`config.mk`:
```
export PLATFORM = sky130hd
export DESIGN_NAME = bsc_top
export DESIGN_NICKNAME = d
export VERILOG_FILES = /design/src/logic/bsc_pkg.sv /design/src/logic/bsc_discard_timer.sv /design/src/logic/bsc_vga_decode.sv /design/src/logic/bsc_top.sv
export SDC_FILE = /design/constraint.sdc
export NUM_CORES = 1
export LEC_CHECK = 0
export ABC_AREA = 1
export BUFFER_PORTS_ARGS = -buffer_cell sky130_fd_sc_hd__buf_2
export CAP_MARGIN = 25
export CORE_AREA = 2 2 95 87
export CTS_CLUSTER_SIZE = 25
export DETAILED_ROUTE_END_ITERATION = 8
export DIE_AREA = 0 0 97 89
export GPL_TIMING_DRIVEN = 0
export PLACE_DENSITY = 0.75
export REMOVE_ABC_BUFFERS = 1
export SYNTH_ARGS = -nofsm -noshare
export SYNTH_HDL_FRONTEND = slang
export SYNTH_SLANG_ARGS = --single-unit
export TNS_END_PERCENT = 5
```
`constraint.sdc`:
```
create_clock -name CLOCK -period 2.7 [get_ports CLOCK]
set_input_delay 0 -clock CLOCK [delete_from_list [all_inputs] [get_ports CLOCK]]
set_output_delay 0 -clock CLOCK [all_outputs]
set_load 0.02 [all_outputs]
```
`src/logic/bsc_pkg.sv`:
```
// constants, field layout and carrier types of the bridge secondary control
// assumes one 20 MHz clock that also paces the secondary bus cycles
package bsc_pkg;

  // ==========================================================================
  // register map, byte addresses on the apb port
  localparam logic [11:0] BSC_BRIDGE_CTRL_OFS = 12'h03c;
  localparam logic [11:0] BSC_AUX_CTRL_OFS    = 12'h040;

  // bridge control and interrupt register, bit positions
  localparam int BSC_DISCARD_ERR_MSG_ON_BIT  = 27;
  localparam int BSC_DISCARD_STATUS_BIT      = 26;
  localparam int BSC_SEC_DISCARD_SEL_BIT     = 25;
  localparam int BSC_PRI_DISCARD_SEL_BIT     = 24;
  localparam int BSC_FAST_B2B_ALLOW_BIT      = 23;
  localparam int BSC_SEC_RESET_BIT           = 22;
  localparam int BSC_MA_REPORT_MODE_BIT      = 21;
  localparam int BSC_VGA_FULL_DECODE_BIT     = 20;
  localparam int BSC_VGA_ENABLE_BIT          = 19;

  // auxiliary control register, bit positions
  localparam int BSC_CMD_SERR_EN_BIT         = 0;
  localparam int BSC_DISCARD_SEV_FATAL_BIT   = 1;
  localparam int BSC_MA_SEV_FATAL_BIT        = 2;

  // reset value of every stored field, fixed values of the read-only bits
  localparam logic BSC_FIELD_RST             = 1'b0;
  localparam logic BSC_PRI_DISCARD_SEL_VAL   = 1'b0;
  localparam logic BSC_FAST_B2B_ALLOW_VAL    = 1'b0;

  // ==========================================================================
  // discard interval lengths, in secondary clock cycles
  localparam int BSC_LONG_DISCARD_EXP  = 15;
  localparam int BSC_SHORT_DISCARD_EXP = 10;
  localparam int BSC_LONG_DISCARD_CYC  = 1 << BSC_LONG_DISCARD_EXP;
  localparam int BSC_SHORT_DISCARD_CYC = 1 << BSC_SHORT_DISCARD_EXP;

  // ==========================================================================
  // vga legacy i/o windows on the low ten address bits
  localparam logic [9:0] BSC_VGA_MONO_LO  = 10'h3b0;
  localparam logic [9:0] BSC_VGA_MONO_HI  = 10'h3bb;
  localparam logic [9:0] BSC_VGA_COLOR_LO = 10'h3c0;
  localparam logic [9:0] BSC_VGA_COLOR_HI = 10'h3df;

  // all-ones read data for unreported master aborts
  localparam logic [31:0] BSC_ALL_ONES = 32'hffff_ffff;

  // ==========================================================================
  // answer given to the secondary master for a non-posted completion
  typedef enum logic [1:0] {
    BSC_RESP_NONE   = 2'b00,
    BSC_RESP_NORMAL = 2'b01,
    BSC_RESP_ONES   = 2'b10,
    BSC_RESP_TABORT = 2'b11
  } bsc_resp_t;

  // discard timer states
  typedef enum logic {
    BSC_TMR_IDLE = 1'b0,
    BSC_TMR_RUN  = 1'b1
  } bsc_tmr_state_t;

  // ==========================================================================
  // software visible configuration
  typedef struct packed {
    logic discard_error_msg_on;
    logic discard_status;
    logic secondary_discard_interval_sel;
    logic sec_reset;
    logic master_abort_report_mode;
    logic vga_full_decode_sel;
    logic vga_enable;
    logic cmd_serr_en;
    logic discard_sev_fatal;
    logic ma_sev_fatal;
  } bsc_cfg_t;

  // apb answer
  typedef struct packed {
    logic        ready;
    logic        slverr;
    logic [31:0] rdata;
  } bsc_apb_rsp_t;

  // complete state of the top module
  typedef struct packed {
    bsc_cfg_t     cfg;
    bsc_apb_rsp_t apb;
    logic         dt_discard;
    logic         err_nonfatal;
    logic         err_fatal;
    bsc_resp_t    resp;
    logic [31:0]  resp_data;
    logic         pw_drop;
    logic         vga_fwd;
  } bsc_top_state_t;

  // complete state of the discard timer
  typedef struct packed {
    bsc_tmr_state_t state;
    logic [15:0]    cnt;
    logic           expire;
  } bsc_tmr_reg_t;

endpackage : bsc_pkg

```
`src/logic/bsc_discard_timer.sv`:
```
// discard counter for one delayed transaction
// assumes start and done are one-cycle pulses on the block clock
module bsc_discard_timer #(
  parameter int LONG_COUNT  = bsc_pkg::BSC_LONG_DISCARD_CYC,
  parameter int SHORT_COUNT = bsc_pkg::BSC_SHORT_DISCARD_CYC
) (
  input  wire logic clk,
  input  wire logic rst,
  input  wire logic flush,
  input  wire logic short_sel,
  input  wire logic start,
  input  wire logic done,
  output logic      expire,
  output logic      running
);

  // ==========================================================================
  // parameter check: counter is sixteen bits wide
  if (SHORT_COUNT < 2 || LONG_COUNT < 2 || LONG_COUNT > 65536 || SHORT_COUNT > 65536) begin : g_bad_count
    $error("discard counts must lie between 2 and 65536");
  end

  bsc_pkg::bsc_tmr_reg_t r;
  bsc_pkg::bsc_tmr_reg_t next_r;
  logic [15:0]           limit;

  // last count value before expiry, picked per interval select
  assign limit = short_sel ? 16'(SHORT_COUNT - 1) : 16'(LONG_COUNT - 1);

  // ==========================================================================
  // counter sequencing; flush beats done beats expiry beats start
  always_comb begin
    next_r        = r;
    next_r.expire = 1'b0;
    case (r.state)
      bsc_pkg::BSC_TMR_IDLE: begin
        if (start && !flush) begin
          next_r.state = bsc_pkg::BSC_TMR_RUN;
          next_r.cnt   = 16'h0000;
        end
      end
      bsc_pkg::BSC_TMR_RUN: begin
        if (flush || done) begin
          next_r.state = bsc_pkg::BSC_TMR_IDLE;
          next_r.cnt   = 16'h0000;
        end else if (r.cnt >= limit) begin
          next_r.state  = bsc_pkg::BSC_TMR_IDLE;
          next_r.cnt    = 16'h0000;
          next_r.expire = 1'b1;
        end else begin
          next_r.cnt = r.cnt + 16'h0001;
        end
      end
      default: begin
        next_r = '0;
      end
    endcase
  end

  // state register
  always_ff @(posedge clk) begin
    if (rst) begin
      r <= '0;
    end else begin
      r <= next_r;
    end
  end

  assign expire  = r.expire;
  assign running = (r.state == bsc_pkg::BSC_TMR_RUN);

endmodule : bsc_discard_timer

```
`src/logic/bsc_vga_decode.sv`:
```
// vga legacy i/o address match, purely combinational
// assumes the caller registers the result
module bsc_vga_decode (
  input  wire logic [31:0] addr,
  input  wire logic        vga_enable,
  input  wire logic        full_sel,
  output logic             hit
);

  logic in_window;
  logic upper_ok;

  // ==========================================================================
  // legacy windows
  assign in_window = (addr[9:0] >= bsc_pkg::BSC_VGA_MONO_LO && addr[9:0] <= bsc_pkg::BSC_VGA_MONO_HI)
                  || (addr[9:0] >= bsc_pkg::BSC_VGA_COLOR_LO && addr[9:0] <= bsc_pkg::BSC_VGA_COLOR_HI);

  // decode width; ten-bit mode lets every 1 KB alias below 64 KB through
  assign upper_ok = (addr[31:16] == 16'h0000) && (!full_sel || addr[15:10] == 6'h00);

  assign hit = vga_enable && upper_ok && in_window;

endmodule : bsc_vga_decode

```
`src/logic/bsc_top.sv`:
```
// secondary-side control of the bridge: bridge control register over apb,
// discard timer, secondary reset, master-abort handling, vga i/o decode
// assumes the secondary bus runs on CLOCK and all inputs are synchronous to it
//
// Notes on behaviour
// - discard interval is 2^15 cycles with select 0, 2^10 with 1; resets 0.
// - discard counter starts when the completion reaches the queue head.
// - on expiry without a repeat, drop the transaction and set discard status.
// - primary discard select is read-only zero.
// - fast back-to-back enable is read-only zero.
// - secondary reset pin asserted while the reset field is 1; resets 0.
// - secondary reset returns secondary interface and buffering to default.
// - secondary reset leaves primary side and all registers untouched.
// - mode 0: unsupported request gives all-ones reads, i/o writes complete.
// - mode 0: master-aborted posted write is dropped silently.
// - mode 1: unsupported request answered with target-abort.
// - mode 1: aborted posted write sends error message if serr enabled.
// - fatal severity selectable only with advanced error reporting.
// - vga decode is 16-bit with select 1, 10-bit with aliases at 0.
// - vga decode width matters only while vga forwarding is on.
// - discard status set on discard, write 1 clears, resets 0.
// - discard error enable sends an error message upstream on discard.
// - vga i/o windows 0x3b0-0x3bb and 0x3c0-0x3df with upper bits zero.
module bsc_top #(
  parameter int LONG_COUNT  = bsc_pkg::BSC_LONG_DISCARD_CYC,
  parameter int SHORT_COUNT = bsc_pkg::BSC_SHORT_DISCARD_CYC,
  parameter bit AER_IMPL    = 1'b0
) (
  input  wire logic        CLOCK,
  input  wire logic        SYS_RST,
  // apb slave
  input  wire logic        PSEL,
  input  wire logic        PENABLE,
  input  wire logic        PWRITE,
  input  wire logic [11:0] PADDR,
  input  wire logic [31:0] PWDATA,
  output logic      [31:0] PRDATA,
  output logic             PREADY,
  output logic             PSLVERR,
  // secondary mode
  input  wire logic        PCI_MODE,
  // delayed transaction
  input  wire logic        DT_CPL_AT_HEAD,
  input  wire logic        DT_REPEAT_DONE,
  output logic             DT_DISCARD,
  // completion with unsupported request status
  input  wire logic        UR_CPL,
  input  wire logic        UR_CPL_IS_READ,
  output logic      [1:0]  SEC_RESP,
  output logic      [31:0] SEC_RESP_DATA,
  // master-aborted posted write
  input  wire logic        PW_MASTER_ABORT,
  output logic             PW_DROP,
  // upstream error messages
  output logic             ERR_NONFATAL_REQ,
  output logic             ERR_FATAL_REQ,
  // secondary reset
  output logic             SEC_PCI_RST,
  output logic             SEC_IF_INIT,
  // vga i/o decode
  input  wire logic        IO_REQ,
  input  wire logic [31:0] IO_ADDR,
  output logic             VGA_FWD
);

  bsc_pkg::bsc_top_state_t s;
  bsc_pkg::bsc_top_state_t next_s;
  logic                    tmr_expire;
  logic                    vga_hit;
  logic                    apb_setup;
  logic                    apb_commit;
  logic                    wr_ctrl;
  logic                    wr_aux;
  logic [31:0]             ctrl_word;
  logic [31:0]             aux_word;
  logic                    discard_event;
  logic                    ma_event;
  logic                    discard_fatal;
  logic                    ma_fatal;

  // ==========================================================================
  // sub-blocks

  bsc_discard_timer #(
    .LONG_COUNT  (LONG_COUNT),
    .SHORT_COUNT (SHORT_COUNT)
  ) u_discard_timer (
    .clk       (CLOCK),
    .rst       (SYS_RST),
    .flush     (s.cfg.sec_reset),
    .short_sel (s.cfg.secondary_discard_interval_sel),
    .start     (DT_CPL_AT_HEAD),
    .done      (DT_REPEAT_DONE),
    .expire    (tmr_expire),
    .running   ()
  );

  bsc_vga_decode u_vga_decode (
    .addr       (IO_ADDR),
    .vga_enable (s.cfg.vga_enable),
    .full_sel   (s.cfg.vga_full_decode_sel),
    .hit        (vga_hit)
  );

  // ==========================================================================
  // register read images

  always_comb begin
    ctrl_word                                       = 32'h0000_0000;
    ctrl_word[bsc_pkg::BSC_DISCARD_ERR_MSG_ON_BIT]  = s.cfg.discard_error_msg_on;
    ctrl_word[bsc_pkg::BSC_DISCARD_STATUS_BIT]      = s.cfg.discard_status;
    ctrl_word[bsc_pkg::BSC_SEC_DISCARD_SEL_BIT]     = s.cfg.secondary_discard_interval_sel;
    ctrl_word[bsc_pkg::BSC_PRI_DISCARD_SEL_BIT]     = bsc_pkg::BSC_PRI_DISCARD_SEL_VAL;
    ctrl_word[bsc_pkg::BSC_FAST_B2B_ALLOW_BIT]      = bsc_pkg::BSC_FAST_B2B_ALLOW_VAL;
    ctrl_word[bsc_pkg::BSC_SEC_RESET_BIT]           = s.cfg.sec_reset;
    ctrl_word[bsc_pkg::BSC_MA_REPORT_MODE_BIT]      = s.cfg.master_abort_report_mode;
    ctrl_word[bsc_pkg::BSC_VGA_FULL_DECODE_BIT]     = s.cfg.vga_full_decode_sel;
    ctrl_word[bsc_pkg::BSC_VGA_ENABLE_BIT]          = s.cfg.vga_enable;
    aux_word                                        = 32'h0000_0000;
    aux_word[bsc_pkg::BSC_CMD_SERR_EN_BIT]          = s.cfg.cmd_serr_en;
    aux_word[bsc_pkg::BSC_DISCARD_SEV_FATAL_BIT]    = s.cfg.discard_sev_fatal;
    aux_word[bsc_pkg::BSC_MA_SEV_FATAL_BIT]         = s.cfg.ma_sev_fatal;
  end

  // ==========================================================================
  // apb decode: answer prepared in setup, write lands in the access phase
  assign apb_setup  = PSEL && !PENABLE;
  assign apb_commit = PSEL && PENABLE && s.apb.ready && PWRITE;
  assign wr_ctrl    = apb_commit && (PADDR == bsc_pkg::BSC_BRIDGE_CTRL_OFS);
  assign wr_aux     = apb_commit && (PADDR == bsc_pkg::BSC_AUX_CTRL_OFS);

  // ==========================================================================
  // event qualification
  // discard on expiry
  assign discard_event = tmr_expire;
  // posted abort reported in mode 1
  assign ma_event = PW_MASTER_ABORT && s.cfg.master_abort_report_mode && s.cfg.cmd_serr_en
                 && !s.cfg.sec_reset;
  assign discard_fatal = AER_IMPL && s.cfg.discard_sev_fatal;
  assign ma_fatal      = AER_IMPL && s.cfg.ma_sev_fatal;

  // ==========================================================================
  // next state
  always_comb begin
    next_s = s;

    // apb answer, zero wait states; unmapped addresses answer slverr
    next_s.apb.ready  = apb_setup;
    next_s.apb.slverr = 1'b0;
    next_s.apb.rdata  = 32'h0000_0000;
    if (apb_setup) begin
      if (PADDR == bsc_pkg::BSC_BRIDGE_CTRL_OFS) begin
        next_s.apb.rdata = PWRITE ? 32'h0000_0000 : ctrl_word;
      end else if (PADDR == bsc_pkg::BSC_AUX_CTRL_OFS) begin
        next_s.apb.rdata = PWRITE ? 32'h0000_0000 : aux_word;
      end else begin
        next_s.apb.slverr = 1'b1;
      end
    end

    if (wr_ctrl) begin
      next_s.cfg.discard_error_msg_on           = PWDATA[bsc_pkg::BSC_DISCARD_ERR_MSG_ON_BIT];
      next_s.cfg.secondary_discard_interval_sel = PWDATA[bsc_pkg::BSC_SEC_DISCARD_SEL_BIT];
      next_s.cfg.sec_reset                      = PWDATA[bsc_pkg::BSC_SEC_RESET_BIT];
      next_s.cfg.master_abort_report_mode       = PWDATA[bsc_pkg::BSC_MA_REPORT_MODE_BIT];
      next_s.cfg.vga_full_decode_sel            = PWDATA[bsc_pkg::BSC_VGA_FULL_DECODE_BIT];
      next_s.cfg.vga_enable                     = PWDATA[bsc_pkg::BSC_VGA_ENABLE_BIT];
      if (PWDATA[bsc_pkg::BSC_DISCARD_STATUS_BIT]) begin
        next_s.cfg.discard_status = 1'b0;
      end
    end
    if (wr_aux) begin
      next_s.cfg.cmd_serr_en       = PWDATA[bsc_pkg::BSC_CMD_SERR_EN_BIT];
      next_s.cfg.discard_sev_fatal = PWDATA[bsc_pkg::BSC_DISCARD_SEV_FATAL_BIT];
      next_s.cfg.ma_sev_fatal      = PWDATA[bsc_pkg::BSC_MA_SEV_FATAL_BIT];
    end

    if (discard_event) begin
      next_s.cfg.discard_status = 1'b1;
    end

    next_s.dt_discard = discard_event;

    next_s.err_nonfatal = (discard_event && s.cfg.discard_error_msg_on && !discard_fatal)
                       || (ma_event && !ma_fatal);
    next_s.err_fatal    = (discard_event && s.cfg.discard_error_msg_on && discard_fatal)
                       || (ma_event && ma_fatal);

    next_s.pw_drop = PW_MASTER_ABORT && !s.cfg.master_abort_report_mode && !s.cfg.sec_reset;

    // answer to the secondary master for an unsupported request
    next_s.resp      = bsc_pkg::BSC_RESP_NONE;
    next_s.resp_data = 32'h0000_0000;
    if (UR_CPL && PCI_MODE && !s.cfg.sec_reset) begin
      if (s.cfg.master_abort_report_mode) begin
        next_s.resp = bsc_pkg::BSC_RESP_TABORT;
      end else if (UR_CPL_IS_READ) begin
        next_s.resp      = bsc_pkg::BSC_RESP_ONES;
        next_s.resp_data = bsc_pkg::BSC_ALL_ONES;
      end else begin
        next_s.resp = bsc_pkg::BSC_RESP_NORMAL;
      end
    end

    next_s.vga_fwd = IO_REQ && vga_hit;

    if (s.cfg.sec_reset) begin
      next_s.dt_discard = 1'b0;
      next_s.vga_fwd    = 1'b0;
    end
  end

  // ==========================================================================
  // state register; system reset only, secondary reset never clears config
  always_ff @(posedge CLOCK) begin
    if (SYS_RST) begin
      s     <= '0;
      s.cfg <= '{default: bsc_pkg::BSC_FIELD_RST};
    end else begin
      s <= next_s;
    end
  end

  // ==========================================================================
  // outputs, all straight from the state register
  assign PRDATA           = s.apb.rdata;
  assign PREADY           = s.apb.ready;
  assign PSLVERR          = s.apb.slverr;
  assign DT_DISCARD       = s.dt_discard;
  assign SEC_RESP         = s.resp;
  assign SEC_RESP_DATA    = s.resp_data;
  assign PW_DROP          = s.pw_drop;
  assign ERR_NONFATAL_REQ = s.err_nonfatal;
  assign ERR_FATAL_REQ    = s.err_fatal;
  assign SEC_PCI_RST      = s.cfg.sec_reset;
  assign SEC_IF_INIT      = s.cfg.sec_reset;
  assign VGA_FWD          = s.vga_fwd;

endmodule : bsc_top

```
# Yosys cells after proc, flatten, opt, wreduce, memory -nomap -nowiden
# Cells that the tools add are included.
[classes] n_addsub=1 n_lt_le_gt_ge=5 n_eq_ne=3 n_bitwise=3 muxes=18 reduce_logical=40
[op_table] op="two-way mux 32 bit" count=2
[op_table] op="two-way mux 17 bit" count=2
[op_table] op="case mux 17 bit (2 select lines)" count=1
[op_table] op="two-way mux 28 bit" count=1
[op_table] op="logical AND 1 bit" count=21
[op_table] op="greater-or-equal comparator 10 bit (second input constant)" count=2
[op_table] op="less-or-equal comparator 10 bit (second input constant)" count=2
[op_table] op="adder 16 x 1 -> 16 bit (second input constant)" count=1
[op_table] op="greater-or-equal comparator 16 bit" count=1
[op_table] op="logical NOT 16 bit" count=1
[op_table] op="two-way mux 16 bit" count=1
[op_table] op="two-way mux 15 bit" count=1
[op_table] op="equality test 12 x 6 -> 1 bit (second input constant)" count=1
[op_table] op="equality test 12 x 7 -> 1 bit (second input constant)" count=1
[op_table] op="OR reduction 3 bit" count=3
[op_table] op="logical NOT 6 bit" count=1
[op_table] op="two-way mux 3 bit" count=2
[op_table] op="two-way mux 6 bit" count=1
[op_table] op="OR reduction 2 bit" count=3
[op_table] op="two-way mux 1 bit" count=5
[op_table] op="logical NOT 1 bit" count=4
[op_table] op="logical OR 1 bit" count=4
[op_table] op="two-way mux 2 bit" count=2
[op_table] op="nonzero test 2 bit" count=2
[op_table] op="3 further kinds" count=5
[word_totals] out_inout_bits=75 ff_bits=100 in_bits=88 word_cells=92

# Longest topological paths before layout
[depth] word_depth=6 ltp_mapped=10 mapped_depth_nobuf=10

# Modules after synthesis
# A second synthesis with hierarchy kept.
[hier_totals] hier_cells=436 hier_area_um2=3104.2
[by_module_without_submodules] mod="bsc_top" cells_per_inst=217 area_per_inst_um2=1672.9 seq_area_each_um2=580.6 n_inst=1
[by_module_without_submodules] mod="bsc_discard_timer" cells_per_inst=175 area_per_inst_um2=1260.0 seq_area_each_um2=360.3 n_inst=1
[by_module_without_submodules] mod="bsc_vga_decode" cells_per_inst=44 area_per_inst_um2=171.4 seq_area_each_um2=0.0 n_inst=1

# Least setup slack after synthesis
# Ideal clock, no wire load.
[synth_timing] path_type="reg-to-reg" start="reg s (netlist bit ctrl_word[25])" end="reg u_discard_timer.r[15] in the netlist's numbering" arrival_ns=1.384 path_buffers=0 slack_ns=1.250 period_less_slack_ns=1.450 path_stages_with_launch=11 setup_ns=0.066 required_ns=2.634 cell_sequence="dfxtp_1 > ha_1 > nand2_1 > nand2_1 > nand2_1 > nand2_1 > nor2_2 > nand2_4 > nor2_8 > nand2_1 > a21oi_2"
[synth_via] elab_chain_len=5
[synth_rtl] element="from (decl)" line="bsc_top.sv:66" text="bsc_pkg::bsc_top_state_t s;"
[synth_rtl] element="from (signal assigned)" line="bsc_top.sv:220" text="s <= next_s;"
[synth_rtl] element="two-way mux 15 bit" line="bsc_discard_timer.sv:28" text="assign limit = short_sel ? 16'(SHORT_COUNT - 1) : 16'(LONG_COUNT - 1);"
[synth_rtl] element="greater-or-equal comparator 16 bit" line="bsc_discard_timer.sv:46" text="end else if (r.cnt >= limit) begin"
[synth_rtl] element="two-way mux 16 bit" line="bsc_discard_timer.sv:46"
[synth_rtl] element="two-way mux 17 bit" line="bsc_discard_timer.sv:43" text="if (flush || done) begin"
[synth_rtl] element="case mux 17 bit (2 select lines)" line="bsc_discard_timer.sv:35" text="case (r.state)"
[synth_rtl] element="to (signal assigned)" line="bsc_discard_timer.sv:65" text="r <= next_r;"
[synth_rtl] element="to (decl)" line="bsc_discard_timer.sv:23" text="bsc_pkg::bsc_tmr_reg_t r;"
# No other way between the ends.
# A chain may end at the register's enable or synchronous reset.

# Worst setup path in the final report
[layout_timing] start="in IO_ADDR[21]" end="reg s (netlist bit VGA_FWD)"
[layout_via] elab_chain_len=5
[layout_rtl] element="from (decl)" line="bsc_top.sv:62" text="input wire logic [31:0] IO_ADDR,"
[layout_rtl] element="logical NOT 16 bit" line="bsc_vga_decode.sv:19" text="assign upper_ok = (addr[31:16] == 16'h0000) && (!full_sel || addr[15:10] == 6'h00);"
[layout_rtl] element="logical AND 1 bit" line="bsc_vga_decode.sv:19"
[layout_rtl] element="logical AND 1 bit (2 in a row)" line="bsc_vga_decode.sv:21" text="assign hit = vga_enable && upper_ok && in_window;"
[layout_rtl] element="logical AND 1 bit" line="bsc_top.sv:205" text="next_s.vga_fwd = IO_REQ && vga_hit;"
# No other way between the ends.

==> results_dict.tcl <==
set metrics [dict create \
    status "finished clean" \
    ir_drop_v 0.0001756 \
    synth_most_common_cell "nand2_1" \
    tightest_slew_ns 0.6829 \
    io_pins 163 \
    place_ws_ns 1.022 \
    place_area_um2 2965 \
    async_reset_ff_frac 0 \
    synthesis.area_um2 2613 \
    clockPowerShare 0.349 \
    postCtsHoldBufs 22 \
    seq_area_frac_synth 0.3602 \
    rows 30 \
    synth_top_area_frac 0.3602 \
    critPathKind "input port to flop" \
    p_leak_nw 1.579 \
    h-tree-depth 2 \
    synth_area_per_cell_um2 7.298 \
    core_um2 7545 \
    swShare 0.2613 \
    overflow 0 \
    stdcell_area_um2 3289 \
    clock_sinks 47 \
    end_kind "flop" \
    ys.warnings.count 0 \
    required_ns 2.95 \
    start_util 0.3463 \
    hold_viol 0 \
    combPwrFrac 0.135 \
    cp.arrival_ns 2.71 \
    cts_buffers 5 \
    p_int_mw 1.004 \
    drv_slew 0 \
    cts.clk_slew.worst_paths_ns 0.09 \
    antennaDiodeCount 0 \
    antenna_left 0 \
    die-area_um2 8633 \
    dieWidth_um 97 \
    cts_tree "yes" \
    portBuffers 115 \
    ctsLongestPathBuffers 2 \
    rsz0062_at_grt "no" \
    path_max_fanout 1 \
    holdWs_ns 0.02724 \
    synth_edf_count 0 \
    fin_tns_setup_ns 0 \
    grt_pass1_wl_um 9328 \
    synthCells 358 \
    drive_above_1_share 0.3062 \
    synth-seq-cells 47 \
    cp-start-kind "input port" \
    synth_top_area_cell "dfxtp_1" \
    max-slew-margin-rel 0.5441 \
    p_per_area_nw_per_um2 413.3 \
    cts_root_buf "clkbuf_8" \
    drtIter0Drc 90 \
    fin_crit_sh 0.9100 \
    area_delta_synth_final_pct 25.91 \
    worstSkewPairLatency_ns 0.30 \
    fp.dieH_um 89 \
    dp_hpwl_um 4671 \
    cts_resized 0 \
    post_drt_wl_per_cell_um 10.86 \
    grt_use_total 0.1326 \
    setup_violations 0 \
    hold_path.class "input port to flop" \
    antenna_found_initial 0 \
    drcViolationCount 0 \
    fmax_ghz 0.4070 \
    yosysUniqueCellTypes 33 \
    skew_ns 0.005965 \
    num_vias 2467 \
    drt-vias-per-instance 4.382 \
    synthFlopType "dfxtp_1" \
    wl_um 6113 \
    gp_congestion 0.8708 \
    seqPwrFrac 0.516 \
    synth_common_cells "nand2_1 (69), buf_4 (55), nor2_1 (48), dfxtp_1 (47), inv_1 (32)" \
    fin_ws_ns 0.2431 \
    grt_start_max_net_pins 33 \
    grt_pass1_vias 2177 \
    switching_power_mw 0.3552 \
    layout.nets 560 \
    first_pass_iters 4 \
    cap_viol_max_count 0 \
    power_mw 1.360 \
    synth_area_leaders "dfxtp_1 (36%), buf_4 (16%), nand2_1 (9.9%)" \
    cts_setup_buffers 0 \
    finalCriticalPeriod_ns 2.457 \
]
## layout by cell type (no fill, tap or decap), types with 2 or more instances in the layout
master | synthesis | final
nand2_1 | 69 | 69
inv_2 | 3 | 3
nor4_1 | 5 | 5
nand4_1 | 2 | 2
conb_1 | 1 | 23
nor3_4 | 2 | 2
buf_2 | 1 | 115
inv_1 | 32 | 32
nor2_2 | 3 | 3
dfxtp_1 | 47 | 47
nand3_1 | 16 | 16
nor2_1 | 48 | 48
nand2_2 | 5 | 5
nor3_1 | 3 | 3
xnor2_1 | 2 | 2
xor2_1 | 3 | 3
ha_1 | 6 | 6
o21ai_0 | 12 | 12
nand3_2 | 3 | 3
dlygate4sd3_1 | 0 | 22
a21oi_1 | 26 | 26
clkbuf_8 | 0 | 7
nand3b_1 | 2 | 2
## stage by stage
stage | util | std cells
2_1_floorplan | - | 322
3_3_place_gp | 0.3930 | 533
3_5_place_dp | 0.3930 | 533
4_1_cts | 0.4360 | 563
5_1_grt | 0.4360 | 563
6_report | 0.4360 | 563
## logic make-up after synthesis
family / synth area share
AO/OA/AOI/OAI: 0.08813
AND/OR/NAND/NOR: 0.2917
adder cells (fa/ha/maj): 0.02873
buffers and inverters: 0.2131
XOR/XNOR: 0.01677
flip-flops: 0.3602
other: 0.001435
## sequential cells by signal (all words and copies together) (netlist names), 2 cells and up
signal / cells
u_discard_timer.r: 16
aux_word: 3
PRDATA: 10
ctrl_word: 6
SEC_RESP: 2
## metal layers
| layer | part of all wire | wire length, um | GRT usage | up-vias |
|---|---|---|---|---|
| met5 | 0 | 0 | 0 | - |
| met3 | 0.065 | 400 | 0.03675 | 4 |
| met4 | 0.010 | 63 | 0.05250 | 0 |
| li1 | - | - | - | 1279 |
| met1 | 0.45 | 2739 | 0.1591 | 1098 |
| met2 | 0.48 | 2909 | 0.2298 | 86 |
## area by class of cell
class	count	area, um2
multi-input cells	240	1197
inverters	35	131.4
clock inverters	1	7.507
clock buffers	7	96.34
well taps	96	120.1
flip-flops and latches	47	940.9
repair buffers	137	795.8
fillers	768	4255
## path summary, 6_finish.rpt
| path | start | to | slack (ns) | cells after the start |
|---|---|---|---|---|
| hold reg to reg | aux_word[1]$_SDFFE_PP0P_ | PRDATA[1]$_SDFF_PP0_ | 0.43 | 2 |
| setup reg to reg | SEC_IF_INIT$_SDFFE_PP0P_ | VGA_FWD$_SDFF_PP0_ | 0.41 | 7 |
| setup / recovery | IO_ADDR[21] | VGA_FWD$_SDFF_PP0_ | 0.24 | 8 |
| hold / removal | PWRITE | PRDATA[2]$_SDFF_PP0_ | 0.03 | 4 |
## power groups by stage
stage               combinational, mW  clock [mW]  sequential (mW)
CTS                             0.184       0.484            0.702
global route                    0.202       0.505            0.703
floorplan                      0.0654           0            0.738
global placement                0.160           0            0.718
detailed placement              0.162           0            0.718
finish                          0.184       0.474            0.702
## critical path, cell delays in order
cell,delay [ns]
dlygate4sd3_1,0.54
buf_2,0.13
nor4_1,0.17
dlygate4sd3_1,0.59
o2111ai_1,0.08
dlygate4sd3_1,0.57
nor2_1,0.08
dlygate4sd3_1,0.54
(Power assumes the default switching activity.)
